`src/hw/assw_cfg.svh`:
```
/*
  constants for the arithmetic and scan status word: offsets, bit
  positions, reset values and the fault code.
  assumes inclusion by bare name from the design file.
*/
`ifndef ASSW_CFG_SVH
`define ASSW_CFG_SVH
`define ASSW_OFF_FLAGS    4'h0
`define ASSW_OFF_MINOR    4'h1
`define ASSW_OFF_IRQ_STAT 4'h2
`define ASSW_OFF_IRQ_MASK 4'h3
`define ASSW_OFF_FAULT    4'h4
`define ASSW_BIT_CARRY    0
`define ASSW_BIT_OVFL     1
`define ASSW_BIT_ZERO     2
`define ASSW_BIT_SIGN     3
`define ASSW_BIT_EXT_IO   8
`define ASSW_BIT_PRIM     10
`define ASSW_BIT_ACT      11
`define ASSW_BIT_HALFDUP  12
`define ASSW_FLAGS_WMASK  16'h1d0f
`define ASSW_FLAGS_RESET  16'h0000
`define ASSW_FAULT_UNUSED 8'h41
`define ASSW_IRQ_OVTRAP   0
`define ASSW_IRQ_FAULT    1
`define ASSW_IRQ_PSWITCH  2
`endif

```
`src/hw/assw_pkg.sv`:
```
/*
  types for the arithmetic and scan status word.
  assumes the config header sits beside it.
*/
package assw_pkg;
  // routine nesting: main program or an interrupting routine
  typedef enum logic [0:0] {
    ASSW_MAIN = 1'b0,
    ASSW_INTR = 1'b1
  } assw_ctx_t;
endpackage

```
`src/hw/assw_status_word.sv`:
```
/*
  status word register bank: arithmetic flags, unused output enable,
  protocol selection and report, minor error trap, interrupt logic.
  assumes the instruction engine and comms logic share clk; register
  port strobes are single cycle and never overlap.
*/
// What this block does
// - carry is set on an unsigned carry or borrow and cleared otherwise.
// - overflow is set when a result does not fit and cleared otherwise.
// - a set overflow also sets the minor overflow trap unless encoding.
// - zero is set when a qualifying result is zero, else cleared.
// - sign is set when a qualifying result is negative, else cleared.
// - the arithmetic flags hold until the next qualifying instruction, flags word write or routine return.
// - an interrupting routine saves the flags and restores them on return.
// - with the unused output enable clear, an unused output faults 41h.
// - the primary protocol bit picks the first protocol, 0 is protocol a.
// - the active protocol bit follows every protocol switch.
// - a read-only bit reports the protocol a variant, 1 is half duplex.
// - dynamic configuration bits are taken while online and running.
`include "assw_cfg.svh"
`timescale 1ns/1ps
`default_nettype none

module assw_status_word
  import assw_pkg::*;
(
  input  wire logic        clk,
  input  wire logic        reset,
  input  wire logic        clk_en,
  input  wire logic [3:0]  reg_addr,
  input  wire logic [15:0] reg_wdata,
  input  wire logic        reg_wr,
  input  wire logic        reg_rd,
  output logic      [15:0] reg_rdata,
  input  wire logic        alu_valid,
  input  wire logic        alu_carry,
  input  wire logic        alu_ovfl,
  input  wire logic        alu_zero,
  input  wire logic        alu_sign,
  input  wire logic        encode_instruction,
  input  wire logic        routine_enter,
  input  wire logic        routine_exit,
  input  wire logic        unused_output_on,
  input  wire logic        proto_switch,
  input  wire logic        proto_new,
  input  wire logic        half_duplex_cfg,
  output logic             primary_protocol,
  output logic             unused_out_enable,
  output logic             fault_active,
  output logic      [7:0]  fault_code,
  output logic             irq
);

  logic [3:0]  arith_q, arith_d;      // carry, overflow, zero, sign
  logic [3:0]  saved_q, saved_d;      // flags held across a routine
  assw_ctx_t   ctx_q, ctx_d;
  logic        ext_io_q, ext_io_d;
  logic        prim_q, prim_d;
  logic        act_q, act_d;
  logic        ovtrap_q, ovtrap_d;
  logic        fault_q, fault_d;
  logic [7:0]  fcode_q, fcode_d;
  logic [2:0]  ist_q, ist_d;
  logic [2:0]  imask_q, imask_d;
  logic [15:0] rdata_q, rdata_d;
  logic [2:0]  ev;

  // address decode used by the write paths; the read mux decodes in its case
  function automatic logic hit(input logic [3:0] a, input logic [3:0] off);
    hit = (a == off);
  endfunction

  // the composed status word, reserved positions forced low
  function automatic logic [15:0] word(input logic [3:0] f, input logic e,
                                       input logic p, input logic a,
                                       input logic h);
    word = 16'h0000;
    word[3:0] = f;
    word[`ASSW_BIT_EXT_IO] = e;
    word[`ASSW_BIT_PRIM] = p;
    word[`ASSW_BIT_ACT] = a;
    word[`ASSW_BIT_HALFDUP] = h;
  endfunction

  logic wr_flags;
  assign wr_flags = reg_wr && hit(reg_addr, `ASSW_OFF_FLAGS);

  // next state of flags, context save and configuration bits
  always_comb begin
    arith_d  = arith_q;
    saved_d  = saved_q;
    ctx_d    = ctx_q;
    ext_io_d = ext_io_q;
    prim_d   = prim_q;
    act_d    = act_q;
    ovtrap_d = ovtrap_q;
    fault_d  = fault_q;
    fcode_d  = fcode_q;
    // software write first so hardware updates below win the cycle
    if (wr_flags) begin
      arith_d  = reg_wdata[3:0];
      ext_io_d = reg_wdata[`ASSW_BIT_EXT_IO];
      prim_d   = reg_wdata[`ASSW_BIT_PRIM];
      act_d    = reg_wdata[`ASSW_BIT_ACT];
    end
    if (reg_wr && hit(reg_addr, `ASSW_OFF_MINOR) &&
        reg_wdata[0])
      ovtrap_d = 1'b0;
    if (reg_wr && hit(reg_addr, `ASSW_OFF_FAULT) && reg_wdata[0]) begin
      fault_d = 1'b0;
      fcode_d = 8'h00;
    end
    // an interrupting routine snapshots the flags on entry
    if (routine_enter && ctx_q == ASSW_MAIN) begin
      saved_d = arith_q;
      ctx_d   = ASSW_INTR;
    end
    if (alu_valid) begin
      arith_d[`ASSW_BIT_CARRY] = alu_carry;
      arith_d[`ASSW_BIT_OVFL]  = alu_ovfl;
      arith_d[`ASSW_BIT_ZERO]  = alu_zero;
      arith_d[`ASSW_BIT_SIGN]  = alu_sign;
      if (alu_ovfl && !encode_instruction)
        ovtrap_d = 1'b1;
    end
    // restore beats any update from the last routine cycle
    if (routine_exit && ctx_q == ASSW_INTR) begin
      arith_d = saved_q;
      ctx_d   = ASSW_MAIN;
    end
    if (unused_output_on && !ext_io_q) begin
      fault_d = 1'b1;
      fcode_d = `ASSW_FAULT_UNUSED;
    end
    if (proto_switch)
      act_d = proto_new;
  end

  // events feeding the sticky interrupt status
  assign ev[`ASSW_IRQ_OVTRAP]  = alu_valid && alu_ovfl &&
                                 !encode_instruction;
  assign ev[`ASSW_IRQ_FAULT]   = unused_output_on && !ext_io_q;
  assign ev[`ASSW_IRQ_PSWITCH] = proto_switch;

  // write one to clear; a same-cycle event keeps its bit set
  always_comb begin
    ist_d   = ist_q;
    imask_d = imask_q;
    if (reg_wr && hit(reg_addr, `ASSW_OFF_IRQ_STAT))
      ist_d = ist_q & ~reg_wdata[2:0];
    ist_d = ist_d | ev;
    if (reg_wr && hit(reg_addr, `ASSW_OFF_IRQ_MASK))
      imask_d = reg_wdata[2:0];
  end

  // read mux, answer stands one cycle after the strobe
  always_comb begin
    rdata_d = 16'h0000;
    if (reg_rd) begin
      case (reg_addr)
        `ASSW_OFF_FLAGS:    rdata_d = word(arith_q, ext_io_q, prim_q,
                                           act_q, half_duplex_cfg);
        `ASSW_OFF_MINOR:    rdata_d = {15'h0000, ovtrap_q};
        `ASSW_OFF_IRQ_STAT: rdata_d = {13'h0000, ist_q};
        `ASSW_OFF_IRQ_MASK: rdata_d = {13'h0000, imask_q};
        `ASSW_OFF_FAULT:    rdata_d = {fcode_q, 7'h00, fault_q};
        default:            rdata_d = 16'h0000;
      endcase
    end
  end

  // all state registers; clk_en low freezes everything
  always_ff @(posedge clk) begin
    if (reset) begin
      arith_q  <= 4'(`ASSW_FLAGS_RESET);
      saved_q  <= 4'h0;
      ctx_q    <= ASSW_MAIN;
      ext_io_q <= 1'b0;
      prim_q   <= 1'b0;
      act_q    <= 1'b0;
      ovtrap_q <= 1'b0;
      fault_q  <= 1'b0;
      fcode_q  <= 8'h00;
      ist_q    <= 3'h0;
      imask_q  <= 3'h0;
      rdata_q  <= 16'h0000;
    end else if (clk_en) begin
      arith_q  <= arith_d;
      saved_q  <= saved_d;
      ctx_q    <= ctx_d;
      ext_io_q <= ext_io_d;
      prim_q   <= prim_d;
      act_q    <= act_d;
      ovtrap_q <= ovtrap_d;
      fault_q  <= fault_d;
      fcode_q  <= fcode_d;
      ist_q    <= ist_d;
      imask_q  <= imask_d;
      rdata_q  <= rdata_d;
    end
  end

  assign reg_rdata         = rdata_q;
  assign primary_protocol  = prim_q;
  assign unused_out_enable = ext_io_q;
  assign fault_active      = fault_q;
  assign fault_code        = fcode_q;
  assign irq               = |(ist_q & imask_q);

endmodule

`default_nettype wire

```
`config.mk`:
```
export PLATFORM = sky130hd
export DESIGN_NAME = assw_status_word
export DESIGN_NICKNAME = d
export VERILOG_FILES = /design/src/hw/assw_pkg.sv /design/src/hw/assw_status_word.sv
export VERILOG_INCLUDE_DIRS = /design/src /design/src/hw
export SDC_FILE = /design/constraint.sdc
export NUM_CORES = 1
export LEC_CHECK = 0
export ABC_CLOCK_PERIOD_IN_PS = 2800
export BUFFER_PORTS_ARGS = -buffer_cell sky130_fd_sc_hd__clkbuf_2
export CORE_ASPECT_RATIO = 0.6
export CORE_MARGIN = 2
export CORE_UTILIZATION = 28
export CTS_CLUSTER_SIZE = 8
export DETAILED_ROUTE_END_ITERATION = 7
export MAX_ROUTING_LAYER = met4
export PLACE_DENSITY = 0.52
export SYNTH_ARGS = -nofsm -noshare
export SYNTH_HDL_FRONTEND = slang
export SYNTH_SLANG_ARGS = --single-unit
export TNS_END_PERCENT = 50
```
`constraint.sdc`:
```
create_clock -name clk -period 2.8 [get_ports clk]
set_input_delay 0.42 -clock clk [delete_from_list [all_inputs] [get_ports clk]]
set_output_delay 0.42 -clock clk [all_outputs]
set_load 0.05 [all_outputs]
```
==> reports/metrics.csv, run 1 <==
stage;metric;value;unit
grt;first-pass GRT wire length;6161;microns
floorplan;initial core utilization;29.59;%
sta;Tcrit/Tclk final;61.25;%
grt;grt total ovfl;0;
sta;slew of the pin with the lowest slew margin;0.6004;ns
floorplan;Row Count;20;
job;max cap viols;0;
worst_setup_path;Crit path largest cell delay;0.38;ns
synth;compound-cell area share of the yosys netlist;15.67;%
finish;fillers;563;
grt;largest net degree at the start of global routing;29;
floorplan;die height;61.17;microns
worst_setup_path;Crit-path slowest cell;a222oi_1;
placed_design;hpwl dp;2846;microns
sta;endpoints failing setup;0;
clocking;post-cts sizing count;0;
floorplan;I/O pin count;65;
synth;syn_area_per_cell;8.617;sq um
worst_setup_path;Worst Path Buf+Inv;2;
worst_setup_path;crit path cell chain;a222oi_1 > inv_1 > clkbuf_2;
finish;area occupied by multi-input gates;794.5;sq um
synth;Synth Register Bits;29;
worst_setup_path;Setup crit start kind;flop;
sta;post-route minimum period;1.715;ns
sta;setup TNS;0;ns
sta;Fin Hold WS;0.3631;ns
worst_setup_path;worst setup path class;flop to output pin;
floorplan;Core Area;5155;sq um
grt;initial antenna violation count;0;
finish;register area;580.6;sq um
synth;share of synthesized cell area in full adder, half adder and majority cells;0;%
placed_design;GPL Wtd Cong;0.7570;
worst_setup_path;CP Capture Type;output pin;
clocking;H-tree depth;2;
clocking;CTS max path bufs;2;
clocking;CTS tree;built;
clocking;clk_lat worst skew;0.28;ns
finish;most frequent cells in the layout;42 x clkbuf_2, 29 x dfxtp_1, 25 x nor2_1, 17 x mux2i_1;
synth;XOR/XNOR share of the synthesized area;0;%
pwr;Leak;0.0007406;uW
synth;Simple-Gate Fraction of Synth Area;19.85;%
worst_setup_path;Required @ worst endpoint;2.38;ns
synth;largest family of logic cells by synthesized area;simple AND/OR/NAND/NOR gates;
pwr;VDD IR-drop max;173.1;uV
finish;commonest non-fill, non-tap cell in the layout;clkbuf_2;
drt;Initial DRC Count;99;
drt;DR WL/cell;13.55;microns
worst_setup_path;Critical Path AT;1.29;ns
drt;via count;1324;
sta;setup repair after global routing missed its margin;false;
finish;post-layout net count;250;
synth;Yosys warnings;0;
grt;GR Util All Layers;13.81;%
worst_setup_path;Worst Path Max Fanout;3;
drt;DRT Pass-1 Iters;4;
placed_design;pre-CTS WS;0.9956;ns
drt;antenna viol nets, final;0;
worst_setup_path;family with the most delay on the worst path;compound AO/OA/AOI/OAI gates;
clocking;Post-CTS Setup Repair Bufs;0;
clocking;root buffer cell;clkbuf_8;
finish;final core utilization;34.13;%
clocking;CTS Hold Bufs;0;
synth;share of the yosys chip area belonging to registers;38.06;%
sta;worst rel slew slack;59.97;%
synth;Post-Syn Instances;177;
floorplan;die area;6073;sq um
sta;Final Max Slew Viols;0;
finish;# diodes;0;
finish;layout cell share with drive strength beyond 1;25.23;%
sta;setup ws final;1.085;ns
run_status;status;finished clean;
grt;number of global-route vias before repair;1181;
clocking;TritonCTS Buffers;5;
clocking;CTS clk-pin slew, worst paths;0.06;ns
synth;mux contribution to synthesized area;13.37;%
drt;final WL;3794;microns
pwr;Pwr Total;917.2;uW
drt;routed vias/inst;4.729;
sta;clk_skew;0.001604;ns
sta;final hold viol count;0;
placed_design;PortBufs;42;
drt;DRC viols;0;
floorplan;Die Span X;99.28;microns
pwr;Pwr Density;521.4;nW/um^2
synth;synthesized area;1525;sq um
synth;Synth cell types;33;
sta;FMAX;583.1;MHz
finish;Area growth syn-to-layout;15.34;%
min_path;Hold Crit Class;input port to flop;
clocking;CTS sink cnt;29;
worst_setup_path;FF-to-FF setup slack;1.57;ns
## tightest hold or removal path, cell delays in order
cell and delay (ns):
clkbuf_2 0.08, nand2_1 0.05, a21oi_1 0.05
## cell usage after synthesis (all sizes together)
cell type	number	area [sq um]
dfxtp	29	580.6
nor2	25	93.84
buf	24	180.2
mux2i	17	170.2
o21ai	15	75.07
nand2	14	52.55
a21oi	10	50.05
a22oi	7	52.55
nand3	7	35.03
inv	3	11.26
mux2	3	33.78
nand3b	3	22.52
nand4b	3	26.28
nand2b	2	12.51
o22ai	2	26.28
a222oi	1	10.01
a32oi	1	8.760
and2	1	6.260
and4bb	1	12.51
clkbuf	1	3.750
conb	1	3.750
nand4	1	6.260
nor2b	1	6.260
nor3	1	5.000
nor3b	1	12.51
o31ai	1	7.510
o32ai	1	8.760
or3	1	11.26
## routing by layer
metal | vias up | global-route usage, % | part of all wire [%]
met5 | - | - | 0
met4 | 0 | 4.110 | 1.2
met3 | 7 | 4.540 | 8.0
met2 | 52 | 16.60 | 36
met1 | 598 | 20.87 | 55
li1 | 667 | - | -
## registers in the layout (all words and copies together), names as in the netlist
name	count
reg_rdata	9
arith_q	4
saved_q	4
imask_q	3
ist_q	3
act_q	1
ctx_q	1
fault_code	1
ovtrap_q	1
primary_protocol	1
unused_out_enable	1
## stage by stage
stage	std cells	instance area, sq um
2_1_floorplan	189	1570
3_3_place_gp	272	1679
3_5_place_dp	272	1679
4_1_cts	280	1759
5_1_grt	280	1759
6_report	280	1759
## area by class of cell
cell class | instances | area share [%]
flip-flops and latches | 29 | 33.00
repair buffers | 42 | 11.95
inverters | 3 | 0.6401
well taps | 66 | 4.694
clock buffers | 8 | 4.552
multi-input cells | 132 | 45.16
## power breakdown
group	internal, uW	switching (uW)	total (uW)
logic	43.7	108	152
registers	424	10.5	435
clock network	176	155	331
total	644	273	917
## kinds of logic after synthesis
group | Yosys count
AO/OA/AOI/OAI | 38
buffers and inverters | 28
flip-flops | 29
multiplexers | 20
other | 1
AND/OR/NAND/NOR | 61
## worst paths after layout
check        cells past startpoint          start                to
min reg2reg                      2   reg_rdata[1]      reg_rdata[1]
max reg2reg                      4          ctx_q        arith_q[0]
min                              3  reg_wdata[10]  primary_protocol
max                              3       ist_q[2]               irq
Power figures use the tool's default switching activity.
==> run 2, diff against run 1 <==
--- a/config.mk
+++ b/config.mk
@@ -6,7 +6,8 @@
 export SDC_FILE = /design/constraint.sdc
 export NUM_CORES = 1
 export LEC_CHECK = 0
-export ABC_CLOCK_PERIOD_IN_PS = 2800
+export ABC_AREA = 1
+export ABC_CLOCK_PERIOD_IN_PS = 1600
 export BUFFER_PORTS_ARGS = -buffer_cell sky130_fd_sc_hd__clkbuf_2
 export CORE_ASPECT_RATIO = 0.6
 export CORE_MARGIN = 2
==> constraint.sdc (replaced) <==
create_clock -name clk -period 1.6 [get_ports clk]
set_input_delay 0.24 -clock clk [delete_from_list [all_inputs] [get_ports clk]]
set_output_delay 0.24 -clock clk [all_outputs]
set_load 0.05 [all_outputs]
==> reports/metrics.csv, run 2 <==
stage;metric;value;unit;change
finish;fin cells;325;;+16%
grt;initial antenna violation count;0;;unchanged
synth;most frequent cell after synthesis;nand2_1;;
pwr;Switching Fraction;31.41;%;+1.6 points
floorplan;die area;5865;sq um;-3.4%
finish;max reg flops;9;;unchanged
clocking;CTS max path bufs;2;;unchanged
pwr;Pwr Density;918.2;nW/um^2;+76%
worst_setup_path;Setup crit start kind;flop;;
floorplan;initial core utilization;29.08;%;-0.50 points
sta;endpoints failing setup;0;;unchanged
clocking;TritonCTS Buffers;5;;unchanged
drt;final WL;4086;microns;+7.7%
clocking;CTS sink cnt;29;;unchanged
finish;Area growth syn-to-layout;21.11;%;
worst_setup_path;CP Capture Type;output pin;;
worst_setup_path;Worst Path Buf+Inv;1;;-1
worst_setup_path;Required @ worst endpoint;1.36;ns;-1.02 ns
synth;syn_area_per_cell;6.902;sq um;-20%
placed_design;cell count after placement;317;;+17%
clocking;root buffer cell;clkbuf_8;;
sta;Final Max Slew Viols;0;;unchanged
sta;setup TNS;0;ns;unchanged
clocking;CTS clk-pin slew, worst paths;0.06;ns;about the same
run_status;status;finished clean;;
clocking;post-cts sizing count;0;;unchanged
sta;setup repair after global routing missed its margin;false;;
synth;EDFF count, synth;0;;unchanged
clocking;clk_lat worst skew;0.29;ns;about the same
floorplan;Row Count;20;;unchanged
placed_design;hpwl dp;3176;microns;+12%
sta;FMAX;744.7;MHz;
floorplan;die height;60.13;microns;-1.7%
grt;number of global-route vias before repair;1237;;+4.7%
job;max cap viols;0;;unchanged
synth;largest cells by area after synthesis;dfxtp_1 39%, nand2_1 12%, nor2_1 8.7%, buf_4 7.7%, o21ai_0 6.1%;;
clocking;H-tree depth;2;;unchanged
sta;post-route minimum period;1.343;ns;
pwr;Leak;0.0008687;uW;+17%
synth;share of the synthesized area in the top cell type;39.49;%;+1.4 points
grt;first-pass GRT wire length;6203;microns;+0.68%
synth;Synth Register Bits;29;;unchanged
drt;routed vias/inst;4.385;;-7.3%
worst_setup_path;crit path cell chain;nand2_1 > nand3_1 > clkbuf_2;;
pwr;VDD IR-drop max;320.7;uV;+85%
grt;GR Util All Layers;14.87;%;+1.1 points
finish;register area;580.6;sq um;unchanged
drt;via count;1425;;+7.6%
pwr;combinational power share;16.7;%;+0.2 points
drt;DR WL/cell;12.57;microns;-7.2%
synth;Synth cell types;23;;-30%
floorplan;Die Span X;97.55;microns;-1.7%
finish;area occupied by multi-input gates;726.9;sq um;-8.5%
synth;most frequent cells after synthesis;47 x nand2_1, 34 x nor2_1, 29 x dfxtp_1, 18 x o21ai_0, 17 x a21oi_1;;
finish;commonest non-fill, non-tap cell in the layout;nand2_1;;
clocking;Post-CTS Setup Repair Bufs;0;;unchanged
drt;DRT Pass-1 Iters;4;;unchanged
worst_setup_path;Crit-path slowest cell;dfxtp_1;;
pwr;sequential share of power;47.0;%;-0.4 points
synth;Async SR Flop Fraction;0;%;unchanged
synth;share of the yosys chip area belonging to registers;39.49;%;+1.4 points
clocking;CTS tree;built;;
drt;antenna viol nets, final;0;;unchanged
synth;Yosys warnings;0;;unchanged
sta;Tcrit/Tclk final;83.93;%;
sta;final hold viol count;0;;unchanged
finish;post-layout net count;295;;+18%
floorplan;I/O pin count;65;;unchanged
synth;largest area contributor in the netlist;dfxtp_1;;
worst_setup_path;Crit path largest cell delay;0.38;ns;about the same
worst_setup_path;Critical Path AT;1.10;ns;-0.19 ns
finish;# diodes;0;;unchanged
pwr;internal cell power;1121;uW;+74%
pwr;Switch Pwr;513.6;uW;+88%
drt;Initial DRC Count;61;;-38%
synth;Post-Syn Instances;213;;+20%
drt;DRC viols;0;;unchanged
placed_design;GPL Wtd Cong;0.8513;;+12%
worst_setup_path;Worst Path Max Fanout;3;;unchanged
finish;fillers;599;;+6.4%
finish;most frequent cells in the layout;47 x nand2_1, 42 x clkbuf_2, 34 x nor2_1, 29 x dfxtp_1, 18 x o21ai_0;;
grt;grt total ovfl;0;;unchanged
synth;synthesized area;1470;sq um;-3.6%
sta;clk_skew;0.002558;ns;+0.0009539 ns
synth;main flop type after synthesis;dfxtp_1;;
placed_design;PortBufs;42;;unchanged
finish;layout cell share with drive strength beyond 1;24.32;%;-0.91 points
grt;largest net degree at the start of global routing;19;;-34%
clocking;CTS Hold Bufs;0;;unchanged
worst_setup_path;family with the most delay on the worst path;flip-flops;;
min_path;Hold Crit Class;input port to flop;;
floorplan;Core Area;5055;sq um;-1.9%
worst_setup_path;worst setup path class;flop to output pin;;
pwr;Clock power frac;36.3;%;+0.2 points
-- run 2: power groups by stage --
stage | combinational, uW | clock (uW) | sequential [uW]
finish | 273 | 593 | 768
floorplan | 210 | 0 | 788
CTS | 273 | 617 | 767
detailed placement | 272 | 0 | 784
global route | 299 | 656 | 770
global placement | 271 | 0 | 784
-- run 2: worst paths after layout --
kind                   startpoint             to  slack [ns]  cells after the start
hold / removal    half_duplex_cfg  reg_rdata[12]        0.21                      3
setup / recovery         ist_q[2]            irq        0.26                      3
hold reg to reg      reg_rdata[1]   reg_rdata[1]        0.47                      2
setup reg to reg            ctx_q     arith_q[0]        0.29                      7
-- run 2: metal layers --
metal	vias up	track usage, %	part of all wire [%]	wire length [microns]
met3	5	6.667	8.2	335
met4	0	4.167	0.88	36
met1	616	22.39	57	2345
met5	-	-	0	0
li1	751	-	-	-
met2	53	16.55	34	1369
-- run 2: logic make-up (layout without fill, tap and decap cells) --
logic type             Yosys count  count (layout)  synth area share [%]
flip-flops                      29              29                 39.49
AND/OR/NAND/NOR                103             103                 29.79
other                            1              13                0.2551
AO/OA/AOI/OAI                   42              42                 16.34
buffers and inverters           38              72                 14.13
-- run 2: cell type report --
cell class | count | area share [%]
tap | 66 | 4.638
clock inverter | 2 | 0.5622
timing repair buffer | 46 | 13.49
multi-input combinational | 158 | 40.83
sequential | 29 | 32.61
clock buffer | 6 | 4.076
inverter | 18 | 3.795
-- run 2: through the flow --
stage	hold slack, ns	instance area [sq um]	util [%]	setup WS (ns)	power [uW]
4_1_cts	0.1970	1780	35.22	0.2591	1658
5_1_grt	0.2043	1780	35.22	0.1510	1725
3_3_place_gp	0.4548	1698	33.59	0.2405	1055
6_report	0.2087	1780	35.22	0.2572	1635
2_1_floorplan	0.3827	1515	-	0.3860	998.1
3_5_place_dp	0.4571	1698	33.59	0.2238	1055
-- run 2: worst min-delay path: stages --
cell and delay (ns):
clkbuf_2 0.08, a22oi_1 0.05, nor2_1 0.09
